[config.mk]
export PLATFORM = sky130hd
export DESIGN_NAME = sow_system_options
export DESIGN_NICKNAME = d
export VERILOG_FILES = /design/src/include/sow_pkg.sv /design/src/core/sow_system_options.sv
export SDC_FILE = /design/constraint.sdc
export NUM_CORES = 1
export LEC_CHECK = 0
export ABC_AREA = 1
export BUFFER_PORTS_ARGS = -buffer_cell sky130_fd_sc_hd__buf_2
export CAP_MARGIN = 20
export CORE_ASPECT_RATIO = 1.5
export CORE_UTILIZATION = 41
export CTS_CLUSTER_SIZE = 14
export DETAILED_ROUTE_END_ITERATION = 7
export PLACE_DENSITY = 0.56
export SYNTH_ARGS = -nofsm -noshare
export SYNTH_HDL_FRONTEND = slang
export SYNTH_SLANG_ARGS = --single-unit
[constraint.sdc]
create_clock -name sys_clk_in -period 3.4 [get_ports sys_clk_in]
set_input_delay 0.68 -clock sys_clk_in [delete_from_list [all_inputs] [get_ports sys_clk_in]]
set_output_delay 0.68 -clock sys_clk_in [all_outputs]
set_load 0.01 [all_outputs]
[src/include/sow_pkg.sv]
/*
 * Package for the system options and watchdog configuration block:
 * register indices, field positions, reset values, timing figures,
 * the bus request carrier and the refresh sequencer states.
 * Assumes a single 25 MHz bus clock domain.
 */
`default_nettype none

package sow_pkg;

    // register indices on the plain register port
    localparam logic [3:0] ADDR_RESET_STATUS = 4'h0;
    localparam logic [3:0] ADDR_OPTS_ONE     = 4'h1;
    localparam logic [3:0] ADDR_OPTS_TWO     = 4'h2;
    localparam logic [3:0] ADDR_IDENT_HIGH   = 4'h3;
    localparam logic [3:0] ADDR_IDENT_LOW    = 4'h4;

    // reset values
    localparam logic [7:0] OPTS_ONE_RESET = 8'hC0;
    localparam logic [7:0] OPTS_TWO_RESET = 8'h00;

    // field positions of the second options register
    localparam int TWO_CLK_SEL_BIT = 7;
    localparam int TWO_WINDOW_BIT  = 6;
    localparam int TWO_ADC_SEL_BIT = 4;
    localparam int TWO_DIV_MSB     = 2;

    // writable bits of the second options register
    localparam logic [7:0] OPTS_TWO_RW_MASK = 8'h17;

    // refresh key values
    localparam logic [7:0] KEY_FIRST  = 8'h55;
    localparam logic [7:0] KEY_SECOND = 8'hAA;

    // low-power clock overflow counts, codes 01, 10, 11
    localparam int LPO_COUNT_1 = 32;
    localparam int LPO_COUNT_2 = 256;
    localparam int LPO_COUNT_3 = 1024;

    // bus clock overflow and window-open counts
    localparam int BUS_COUNT_1 = 8192;
    localparam int BUS_COUNT_2 = 65536;
    localparam int BUS_COUNT_3 = 262144;
    localparam int BUS_OPEN_1  = 6144;
    localparam int BUS_OPEN_2  = 49152;
    localparam int BUS_OPEN_3  = 196608;

    // watchdog counter width
    localparam int WDOG_WIDTH = 19;

    typedef struct packed {
        logic [1:0] timeout;
        logic       stop_en;
        logic       serial_sel;
        logic       i2c_sel;
        logic [2:0] unused;
    } sow_opts_one_type;

    typedef struct packed {
        logic [3:0] addr;
        logic [7:0] wdata;
        logic       wr;
        logic       rd;
    } sow_bus_req_type;

    typedef enum logic [0:0] {
        SEQ_IDLE  = 1'b0,
        SEQ_ARMED = 1'b1
    } sow_seq_type;

endpackage

`default_nettype wire

[src/core/sow_system_options.sv]
/*
 * System options and watchdog: option registers with write-once bits, the
 * watchdog with normal and windowed refresh, stop gating, pin route
 * selects, adc trigger select, divided clock output and identity.
 * Assumes the reset controller feeds reset requests back to reset_in
 * and that the 1 kHz clock and irq pin are asynchronous.
 */
// Implementation choices: the plain strobed port and the register offsets.
// Summary of operation
// - first options register write-once, always readable
// - timeout code selects period; zero disables
// - low-power clock overflows 2^5, 2^8, 2^10
// - bus clock overflows 2^13, 2^16, 2^18
// - clock select and window enable write-once
// - windowed refresh only in final quarter
// - early write in windowed mode resets
// - window opens at 6144, 49152, 196608
// - stop without enable forces illegal-opcode reset
// - serial two pins routed by bit 4
// - i2c pins routed by bit 3
// - bit 4 selects adc hardware trigger
// - nonzero divider drives bus over twice field
// - zero divider frees clock output pin
// - read-only part number registers
// - high identity holds revision, writes ignored
// - 0x55 then 0xAA restarts watchdog
// - status write other than 0x55 or 0xAA resets
`default_nettype none

module sow_system_options #(
    parameter int         BUS_COUNT_1 = sow_pkg::BUS_COUNT_1,
    parameter int         BUS_COUNT_2 = sow_pkg::BUS_COUNT_2,
    parameter int         BUS_COUNT_3 = sow_pkg::BUS_COUNT_3,
    parameter int         BUS_OPEN_1  = sow_pkg::BUS_OPEN_1,
    parameter int         BUS_OPEN_2  = sow_pkg::BUS_OPEN_2,
    parameter int         BUS_OPEN_3  = sow_pkg::BUS_OPEN_3,
    // arbitrary identity values
    parameter logic [11:0] PART_NUMBER = 12'h5A3,
    parameter logic [3:0]  REVISION    = 4'h1
) (
    // clock and reset
    input  wire logic                      sys_clk_in,
    input  wire logic                      reset_in,
    // register port
    input  wire sow_pkg::sow_bus_req_type  bus_req_in,
    output logic [7:0]                     rdata_out,
    // reset status flags kept by the reset controller
    input  wire logic [7:0]                reset_flags_in,
    // low-power clock and cpu stop request
    input  wire logic                      lpo_clk_in,
    input  wire logic                      stop_execute_in,
    // reset requests and stop entry
    output logic                           watchdog_reset_out,
    output logic                           illegal_opcode_reset_out,
    output logic                           stop_enter_out,
    // pin routing
    output logic                           serial_two_on_port_e_out,
    output logic                           i2c_on_port_e_out,
    // adc trigger
    input  wire logic                      adc_hw_trigger_enable_in,
    input  wire logic                      rtc_overflow_in,
    input  wire logic                      irq_pin_in,
    output logic                           adc_trigger_out,
    // divided clock output pin
    output logic                           port_a_pin0_out,
    output logic                           port_a_pin0_oe_out
);

    localparam int W = sow_pkg::WDOG_WIDTH;

    sow_pkg::sow_opts_one_type opts_one;
    logic [7:0]                opts_two;
    logic                      one_locked;
    logic                      two_locked;
    sow_pkg::sow_seq_type      seq;
    logic [W-1:0]              wdog_count;
    logic [2:0]                lpo_sync;
    logic [1:0]                irq_sync;
    logic [2:0]                div_count;
    logic                      clk_level;

    logic         wr_status;
    logic         wr_one;
    logic         wr_two;
    logic         clk_sel;
    logic         window_en;
    logic         wdog_on;
    logic         tick;
    logic         early;
    logic         bad_key;
    logic         refresh;
    logic         overflow;
    logic         next_wdog_reset;
    logic [2:0]   divider;
    logic [W-1:0] last_count;
    logic [W-1:0] open_count;

    // last count before overflow for a source and timeout code
    function automatic logic [W-1:0] wdog_last(input logic       bus,
                                               input logic [1:0] code);
        logic [W-1:0] r;
        r = '0;
        case (code)
            2'b01: r = bus ? W'(BUS_COUNT_1 - 1)
                           : W'(sow_pkg::LPO_COUNT_1 - 1);
            2'b10: r = bus ? W'(BUS_COUNT_2 - 1)
                           : W'(sow_pkg::LPO_COUNT_2 - 1);
            2'b11: r = bus ? W'(BUS_COUNT_3 - 1)
                           : W'(sow_pkg::LPO_COUNT_3 - 1);
            default: r = '0;
        endcase
        return r;
    endfunction

    // count at which the windowed refresh opens
    function automatic logic [W-1:0] wdog_open(input logic [1:0] code);
        logic [W-1:0] r;
        r = '0;
        case (code)
            2'b01:   r = W'(BUS_OPEN_1);
            2'b10:   r = W'(BUS_OPEN_2);
            2'b11:   r = W'(BUS_OPEN_3);
            default: r = '0;
        endcase
        return r;
    endfunction

    // bus decode
    assign wr_status = bus_req_in.wr &&
                       bus_req_in.addr == sow_pkg::ADDR_RESET_STATUS;
    assign wr_one    = bus_req_in.wr &&
                       bus_req_in.addr == sow_pkg::ADDR_OPTS_ONE;
    assign wr_two    = bus_req_in.wr &&
                       bus_req_in.addr == sow_pkg::ADDR_OPTS_TWO;

    assign clk_sel   = opts_two[sow_pkg::TWO_CLK_SEL_BIT];
    assign window_en = opts_two[sow_pkg::TWO_WINDOW_BIT];
    assign divider   = opts_two[sow_pkg::TWO_DIV_MSB:0];

    // first options register, locked by its first write
    always_ff @(posedge sys_clk_in or posedge reset_in) begin
        if (reset_in) begin
            opts_one   <= sow_pkg::OPTS_ONE_RESET;
            one_locked <= 1'b0;
        end else if (wr_one && !one_locked) begin
            opts_one        <= bus_req_in.wdata;
            opts_one.unused <= 3'h0;
            one_locked      <= 1'b1;
        end
    end

    // second options register: bits 7:6 lock, bits 4 and 2:0 stay writable, bits 5 and 3 stay zero
    always_ff @(posedge sys_clk_in or posedge reset_in) begin
        if (reset_in) begin
            opts_two   <= sow_pkg::OPTS_TWO_RESET;
            two_locked <= 1'b0;
        end else if (wr_two) begin
            opts_two <= (bus_req_in.wdata & sow_pkg::OPTS_TWO_RW_MASK)
                      | (opts_two & ~sow_pkg::OPTS_TWO_RW_MASK);
            if (!two_locked) begin
                opts_two[7:6] <= bus_req_in.wdata[7:6];
                two_locked    <= 1'b1;
            end
        end
    end

    // register reads, data one cycle later
    always_ff @(posedge sys_clk_in or posedge reset_in) begin
        if (reset_in) begin
            rdata_out <= 8'h00;
        end else if (bus_req_in.rd) begin
            case (bus_req_in.addr)
                sow_pkg::ADDR_RESET_STATUS: rdata_out <= reset_flags_in;
                sow_pkg::ADDR_OPTS_ONE:     rdata_out <= opts_one;
                sow_pkg::ADDR_OPTS_TWO:
                    rdata_out <= opts_two & 8'hD7;
                sow_pkg::ADDR_IDENT_HIGH:
                    rdata_out <= {REVISION, PART_NUMBER[11:8]};
                sow_pkg::ADDR_IDENT_LOW:
                    rdata_out <= PART_NUMBER[7:0];
                default:                    rdata_out <= 8'h00;
            endcase
        end
    end

    // synchronisers for the low-power clock and irq pin
    always_ff @(posedge sys_clk_in or posedge reset_in) begin
        if (reset_in) begin
            lpo_sync <= 3'h0;
            irq_sync <= 2'h0;
        end else begin
            lpo_sync <= {lpo_sync[1:0], lpo_clk_in};
            irq_sync <= {irq_sync[0], irq_pin_in};
        end
    end

    // watchdog decode
    assign wdog_on    = opts_one.timeout != 2'b00;
    assign last_count = wdog_last(clk_sel, opts_one.timeout);
    assign open_count = wdog_open(opts_one.timeout);
    assign tick       = clk_sel ? 1'b1 : (lpo_sync[1] && !lpo_sync[2]);
    // windowed mode only applies to the bus clock source
    assign early      = window_en && clk_sel &&
                        wdog_count < open_count;
    assign bad_key    = bus_req_in.wdata != sow_pkg::KEY_FIRST &&
                        bus_req_in.wdata != sow_pkg::KEY_SECOND;
    assign refresh    = wr_status && seq == sow_pkg::SEQ_ARMED &&
                        bus_req_in.wdata == sow_pkg::KEY_SECOND &&
                        !early;
    assign overflow   = tick && wdog_count >= last_count;

    always_comb begin
        next_wdog_reset = 1'b0;
        if (wdog_on) begin
            if (wr_status && (bad_key || early)) begin
                next_wdog_reset = 1'b1;
            end
            if (overflow) begin
                next_wdog_reset = 1'b1;
            end
        end
    end

    // refresh key sequencer
    always_ff @(posedge sys_clk_in or posedge reset_in) begin
        if (reset_in) begin
            seq <= sow_pkg::SEQ_IDLE;
        end else if (wr_status) begin
            case (seq)
                sow_pkg::SEQ_IDLE:
                    seq <= (bus_req_in.wdata == sow_pkg::KEY_FIRST)
                         ? sow_pkg::SEQ_ARMED : sow_pkg::SEQ_IDLE;
                sow_pkg::SEQ_ARMED:
                    seq <= (bus_req_in.wdata == sow_pkg::KEY_FIRST)
                         ? sow_pkg::SEQ_ARMED : sow_pkg::SEQ_IDLE;
                default: seq <= sow_pkg::SEQ_IDLE;
            endcase
        end
    end

    // watchdog counter
    always_ff @(posedge sys_clk_in or posedge reset_in) begin
        if (reset_in) begin
            wdog_count <= '0;
        end else if (!wdog_on || refresh || overflow) begin
            wdog_count <= '0;
        end else if (tick) begin
            wdog_count <= wdog_count + W'(1);
        end
    end

    always_ff @(posedge sys_clk_in or posedge reset_in) begin
        if (reset_in) begin
            watchdog_reset_out <= 1'b0;
        end else begin
            watchdog_reset_out <= next_wdog_reset;
        end
    end

    // stop gating
    always_ff @(posedge sys_clk_in or posedge reset_in) begin
        if (reset_in) begin
            illegal_opcode_reset_out <= 1'b0;
            stop_enter_out           <= 1'b0;
        end else begin
            illegal_opcode_reset_out <= stop_execute_in &&
                                        !opts_one.stop_en;
            stop_enter_out           <= stop_execute_in &&
                                        opts_one.stop_en;
        end
    end

    // pin routes and adc trigger
    always_ff @(posedge sys_clk_in or posedge reset_in) begin
        if (reset_in) begin
            serial_two_on_port_e_out <= 1'b0;
            i2c_on_port_e_out        <= 1'b0;
            adc_trigger_out          <= 1'b0;
        end else begin
            serial_two_on_port_e_out <= opts_one.serial_sel;
            i2c_on_port_e_out        <= opts_one.i2c_sel;
            adc_trigger_out <= adc_hw_trigger_enable_in &&
                (opts_two[sow_pkg::TWO_ADC_SEL_BIT] ? irq_sync[1]
                                                   : rtc_overflow_in);
        end
    end

    // divided clock output: toggles every divider cycles
    always_ff @(posedge sys_clk_in or posedge reset_in) begin
        if (reset_in) begin
            div_count <= 3'h0;
            clk_level <= 1'b0;
        end else if (divider == 3'h0) begin
            div_count <= 3'h0;
            clk_level <= 1'b0;
        end else if (div_count >= divider - 3'h1) begin
            div_count <= 3'h0;
            clk_level <= !clk_level;
        end else begin
            div_count <= div_count + 3'h1;
        end
    end

    assign port_a_pin0_out    = clk_level;
    assign port_a_pin0_oe_out = divider != 3'h0;
endmodule

`default_nettype wire

==> impl_results.md, run 1 <==
- DR pass1 iterations: 4
- Syn avg cell area: 7.98 um2
- Clk_lat worst skew: roughly 300 ps
- Initial antenna violation count: 0
- Commonest non-fill, non-tap cell in the layout: nand2_1
- Critical path arrival: between 3000 and 4000 ps
- CP Buf/Inv Count: 3
- Slew Viols, Final: 0
- Die area: 0.00896 mm2
- WL/cell: ~14 um
- Top Layer Used: met4
- Worst-path fanout max: 13
- Post-CTS setup buffers: 0
- Yosys cell types: 35
- DR vias/cell: about 5.0
- Worst-path cell with the longest stage delay: nor2_1
- Fin util: 0.477
- Max Cap Viol: 0
- F_max: ~0.36 GHz
- Max VDD drop: 0.000270 V
- Final setup TNS: 0 ps
- Drt drc: 0
- Final setup viols: 0
- Mapped Nets: 500
- Compound-Gate Fraction of Synth Area: 0.0744
- Design area: roughly 0.0040 mm2
- Row count: about 40
- Power, Total: 1.52 mW
- HPWL Detailed: around 6500 um
- Mux contribution to synthesized area: 0.0256
- Diode count: 0
- RSZ-0062 raised after global routing: false
- Cell mode on critical path: nand2_1
- Max_slew headroom: 0.590
- IO Port Bufs: 44
- Clock skew: roughly 6.6 ps
- Core area: roughly 0.0084 mm2
- Sequential element share of the synthesized area: 0.399
- Clk slew on worst S/H paths: 70 ps
- Die Y: roughly 120 um
- Largest family of logic cells by synthesized area: simple AND/OR/NAND/NOR gates
- Status: completed
- Tcrit/Tclk final: 0.814
- Final ANT Viol Nets: 0
- Post-route insts no fill: between 500 and 600
- I/O pins: 45
- CP Launch Type: flip-flop
- Total track usage: 0.204
- Simple-gate area share of the yosys netlist: 0.279
- Final GP Congestion: 0.920
- CTS root buffer: clkbuf_16
- Met2 wire length: about 4500 um
- Cell area after synthesis: roughly 0.0035 mm2
- GR Overflow Total: 0
- Worst Tran Pin Value: 613 ps
- Die width: between 70 and 80 um
- Synth Instances: about 440
- M1 WL: 3410 um
- 1st-iter DRT viols: approximately 170
- Synth warn: 0
- Critical Path End Type: flip-flop
- Post-CTS Resized: 0
- Vias in the first global route: between 2000 and 3000
- Worst hold path class: flip-flop to flip-flop
- Largest net degree at the start of global routing: 35
- Routed WL: about 8200 um
- # nets final: about 550
- Slowest cell delay on critical path: roughly 500 ps
- Share of post-route cells with drive strength above 1: 0.160
- FF+latch count, synth: 56
- CP cell instances: nor2_1 -> inv_1 -> nand2_1 -> ha_1 -> nand2_1 -> inv_1 -> o21ai_0 -> a21oi_1 -> nor2_1 -> nand2_1 -> nand2_1 -> buf_4 -> nand4_1 -> nand2_1
- Leakage: about 2.1 nW
- Synth Area in XOR/XNOR: 0.0448
- CP top delay family: simple AND/OR/NAND/NOR gates
- Routed wl met3: 215 um
- Most frequent cells in the layout: 129 x nand2_1, 54 x dfrtp_1, 48 x inv_1
- CTS HTree Levels: 2
- DR vias: 2969
- Maximum clock path buffer count: 2
- Adder-Cell Fraction of Synth Area: 0.107
- CTS sink count: 56
- Cts-stage hold buffer count: 0
- Critical path class: flip-flop to flip-flop
- CTS buffer count: 5
- First-pass GRT wire length: roughly 14000 um
- Area Growth Syn to Fin: 13.5%
- Cell total after placement: 586
- Initial Utilization: 0.421
- Area after DPL: between 0.003 and 0.004 mm2
- TritonCTS clock tree: yes
- Req. time, crit path: ~3600 ps
- Final Hold Viols: 0
- PwrDens: about 380 mW/mm2
- Min Tclk post-route: around 2800 ps
==> path summary, 6_finish.rpt <==
kind                                 endpoint  slack [ps]        start  cells after the start
worst max register to register  wdog_count[9]         630  opts_one[7]                     14
worst min-delay path              irq_sync[1]         360  irq_sync[0]                      0
min in group asynchronous        div_count[0]         400     reset_in                      2
worst min register to register    irq_sync[1]         360  irq_sync[0]                      0
max in group asynchronous         opts_one[6]        2160     reset_in                      3
worst max-delay path            wdog_count[9]         630  opts_one[7]                     14
==> synth_stat cells, drive strengths merged <==
master / instances / area, um2
inv: 52 / 195
clkinv: 1 / 3.75
nor3: 9 / 56.3
nand3: 21 / 105
nand2: 132 / 508
nand4: 22 / 138
a21oi: 13 / 76.3
o21a: 2 / 15.0
o2111ai: 1 / 8.76
o211ai: 3 / 22.5
and2: 1 / 6.26
a22o: 1 / 8.76
clkbuf: 4 / 15.0
dfrtp: 54 / 1350
xnor2: 6 / 52.6
xor2: 12 / 105
a21o: 1 / 7.51
ha: 30 / 375
dfstp: 2 / 52.6
o221ai: 1 / 8.76
o21ai: 22 / 114
nor4: 2 / 12.5
buf: 5 / 33.8
nor2: 36 / 155
mux2: 8 / 90.1
==> per-stage QoR <==
| stage | hold slack [ps] | setup slack [ps] |
|---|---|---|
| 6_report | 361 | 632 |
| 3_5_place_dp | 347 | 642 |
| 2_1_floorplan | 331 | 952 |
| 4_1_cts | 364 | 645 |
| 3_3_place_gp | 339 | 741 |
| 5_1_grt | 370 | 316 |
==> cell families after synthesis <==
family | Yosys count
and+or+nand+nor | 223
buffers and inverters | 62
DFF | 56
AOI/OAI and AO/OA | 44
adders and majority gates | 30
xor gates and xnor gates | 18
muxes | 8
==> metal layers <==
metal / up-vias / GRT usage
li1: 1533 / -
met4: 0 / 0.0755
met3: 8 / 0.0268
met2: 52 / 0.399
met1: 1376 / 0.222
met5: - / 0
==> sequential cells by signal, summed over array words and instances, names as in the netlist <==
signal and cells:
seq 1, div_count 3, two_locked 1, serial_two_on_port_e_out 1
opts_two 6, adc_trigger_out 1, port_a_pin0_out 1, i2c_on_port_e_out 1
illegal_opcode_reset_out 1, wdog_count 19, rdata_out 8, one_locked 1
lpo_sync 3, opts_one 5, watchdog_reset_out 1, irq_sync 2
stop_enter_out 1
==> area by class of cell <==
cell class	instances	area, um2
fillers	817	4370
multi-input cells	323	1870
flip-flops and latches	56	1400
repair buffers	47	243
inverters	53	199
well taps	107	134
clock buffers	6	129
clock inverters	2	17.5
==> worst register-to-register path, stage by stage, from the launching register on <==
cell     delay [ps]
dfstp_2         410
nor2_1          500
inv_1           180
nand2_1         150
ha_1            250
nand2_1          70
inv_1            30
o21ai_0         160
a21oi_1         110
nor2_1          120
nand2_1          50
nand2_1         230
buf_4           250
nand4_1         110
nand2_1         100
==> report_power, final <==
group          switching, mW  internal (mW)
clock                  0.254          0.280
sequential            0.0301          0.710
combinational          0.145         0.0981
total                  0.429           1.09
(Power assumes the default switching activity.)
==> run 2: changes to the inputs <==
Settings changed: ABC_AREA 1 to 0.
Clock period 3.4 ns to 2.8 ns, I/O delays scaled along.
==> run 2 against run 1 <==
Combinational power rose to 3.4 times the previous value. Global-route usage fell by 0.48 points. Flip-flop and latch count did not move. Worst hold slack got worse by 55 ps. Worst setup slack got worse by 480 ps. Die area rose by 1.6%. Non-clock buffer count rose by 10. Routed wire length rose by 2.5%. Area after synthesis rose by 1.6%. Clock-buffer cell count did not move. Largest power group unchanged.
==> impl_results.md, run 2 <==
- Status: completed
- Design area: a little over 0.004 mm2
- Largest family of logic cells by synthesized area: simple AND/OR/NAND/NOR gates
- Fraction of registers with async set/reset: 1.00
- Vias in the first global route: approximately 2900
- Min Hold Slack: around 300 ps
- Most flop-heavy register: wdog_count
- Die width: about 78 um
- R2R setup slack: between 150 and 200 ps
- Final GP Congestion: 0.771
- Tcrit/Tclk final: 0.945
- Sequential element share of the synthesized area: 0.393
- Final ANT Viol Nets: 0
- Min Tclk post-route: between 2000 and 3000 ps
- Post-synth EDFFs: 0
- Total track usage: 0.199
- Routed WL: between 8000 and 9000 um
- Share of post-route cells with drive strength above 1: 0.256
- DR pass1 iterations: 6
- Core area: 0.00841 mm2
- Drt drc: 0
- Synth Instances: between 300 and 400
- Main flop type after synthesis: dfrtp_1
- FF+latch count, synth: 56
- Synth Area in XOR/XNOR: 0.00735
- Critical path class: flip-flop to flip-flop
- Simple-gate area share of the yosys netlist: 0.250
- Yosys cell types: 53
- DR vias/cell: about 5.6
- Final setup viols: 0
- Worst-path cell with the longest stage delay: dfstp_2
- Diode count: 0
- Initial antenna violation count: 0
- Adder-Cell Fraction of Synth Area: 0.105
- Initial Utilization: 0.425
- CTS buffer count: 5
- HPWL Detailed: approximately 6000 um
- CTS sink count: 56
- Clock skew: around 2.1 ps
- Mux contribution to synthesized area: 0.0462
- DR vias: approximately 2900
- # nets final: between 400 and 500
- Area after DPL: about 0.0039 mm2
- Clk_lat worst skew: roughly 300 ps
- CTS root buffer: clkbuf_16
- CP Launch Type: flip-flop
- Req. time, crit path: between 3000 and 4000 ps
- Worst Tran Pin Value: 561 ps
- Clk slew on worst S/H paths: ~70 ps
- Die Y: 116 um
- Power, Total: about 2.7 mW
- Die area: roughly 0.009 mm2
- Storage element area: roughly 0.0014 mm2
- Most frequent cells in the layout: 54 x dfrtp_1, 44 x buf_2, 34 x nand2_1
- Syn avg cell area: between 9 and 10 um2
- Area contributors post-synth: dfrtp_1 38%, ha_1 11%, nand4_1 5.1%
- PnR worst setup slack: approximately 150 ps
- Mapped Nets: between 400 and 500
- First-pass GRT wire length: between 10000 and 15000 um
- Row count: 41
- Area Growth Syn to Fin: 16.2%
- PwrDens: roughly 640 mW/mm2
- CP top delay family: compound AO/OA/AOI/OAI gates
- CTS HTree Levels: 2
- R2R depth: 11
- Critical Path End Type: flip-flop
- 1st-iter DRT viols: ~130
- Commonest non-fill, non-tap cell in the layout: dfrtp_1
- Biggest regs: wdog_count: 19 flops, rdata_out: 8 flops, opts_two: 6 flops
- Cell taking the most area after synthesis: dfrtp_1
- IO Port Bufs: 44
- WL/cell: 16.2 um
- Critical path arrival: 2870 ps
- Max_slew headroom: 0.626
- Cell area after synthesis: about 0.0036 mm2
- Compound-Gate Fraction of Synth Area: 0.144
- Final Hold Viols: 0
- Reg2Reg Capture Point: wdog_count[5]
- Most common cell in the synthesized netlist: dfrtp_1
- I/O pins: 45
- Top post-synthesis cells by count: 54 x dfrtp_1, 36 x nand2_1, 30 x ha_1
- Filler cells: 802
- Pre-CTS setup slack: about 63 ps
- Synth warn: 0
- Worst-path fanout max: 11
- Flip-flop count of the largest register after layout: 19
- Worst hold path class: input port to asynchronous set/reset pin
- Max VDD drop: ~0.00036 V
- GR Overflow Total: 0
- Multi-input gate area: 0.00201 mm2
- Fin util: 0.493
- CP cell instances: or2_2 -> nand2_2 -> and2_4 -> ha_1 -> a211oi_2 -> o32ai_2 -> o31ai_4 -> buf_4 -> buf_6 -> nand3_1 -> a31oi_2
- Share of the synthesized area in the top cell type: 0.378
- FF-to-FF Start: opts_one[6]
- F_max: between 0.3 and 0.4 GHz
- Largest net degree at the start of global routing: 34
- Maximum clock path buffer count: 2
- Slew Viols, Final: 0
- Slowest cell delay on critical path: ~590 ps
- TritonCTS clock tree: yes
- Leakage: approximately 1.8 nW
- Cts-stage hold buffer count: 0
- CP Buf/Inv Count: 2
- Max Cap Viol: 0
[run 2: changes by cell type after synthesis, sizes merged, moves of 10 or more]
cell   delta
nand2    -96
inv      -37
o21ai    -15
a31oi    +13
xor2     -12
nor2     -10
[run 2: repair_timing]
| action | CTS | global route |
|---|---|---|
| endpoints found under the setup margin | 0 | 19 |
| gates resized for setup | 0 | 14 |
| buffers inserted | 0 | 4 |
[run 2: worst max-delay path by stage]
stage          slack, ps  depth (start not counted)        start        endpoint
6_report             150                         11  opts_one[6]   wdog_count[5]
3_5_place_dp          60                         10  opts_one[7]  wdog_count[10]
4_1_cts               20                         10  opts_one[7]  wdog_count[10]
2_1_floorplan        160                         13  opts_one[7]  wdog_count[12]
5_1_grt              -30                         12  opts_one[6]   wdog_count[5]
3_3_place_gp         170                         10  opts_one[7]  wdog_count[17]
[run 2: layout make-up]
type / instances / share of cell area
clock buffer: 6 / 0.0310
timing repair buffer: 57 / 0.0862
clock inverter: 2 / 0.0145
multi-input combinational: 278 / 0.483
sequential: 56 / 0.338
tap: 107 / 0.0322
inverter: 15 / 0.0145
[run 2: kinds of logic after synthesis]
| logic type | count (synthesis) |
|---|---|
| and+or+nand+nor | 161 |
| xor gates and xnor gates | 3 |
| DFF | 56 |
| AOI/OAI and AO/OA | 69 |
| muxes | 15 |
| adders and majority gates | 30 |
| buffers and inverters | 33 |
[run 2: metrics by stage]
stage	instances	setup TNS, ps
after floorplan	367	0
after global placement	508	0
after detailed placement	508	0
after CTS	516	0
after global routing	521	-53.9
final	521	0
[run 2: per-layer routing]
layer	global-route usage	wire (um)	up-vias
met5	0	0	-
met4	0.0926	237	0
met3	0.0320	329	16
met2	0.364	4380	71
met1	0.227	3510	1368
li1	-	-	1449
[run 2: where the power goes]
group	switching (mW)	internal [mW]
Sequential	0.0914	0.919
Combinational	0.470	0.364
Clock	0.301	0.514
Total	0.863	1.80
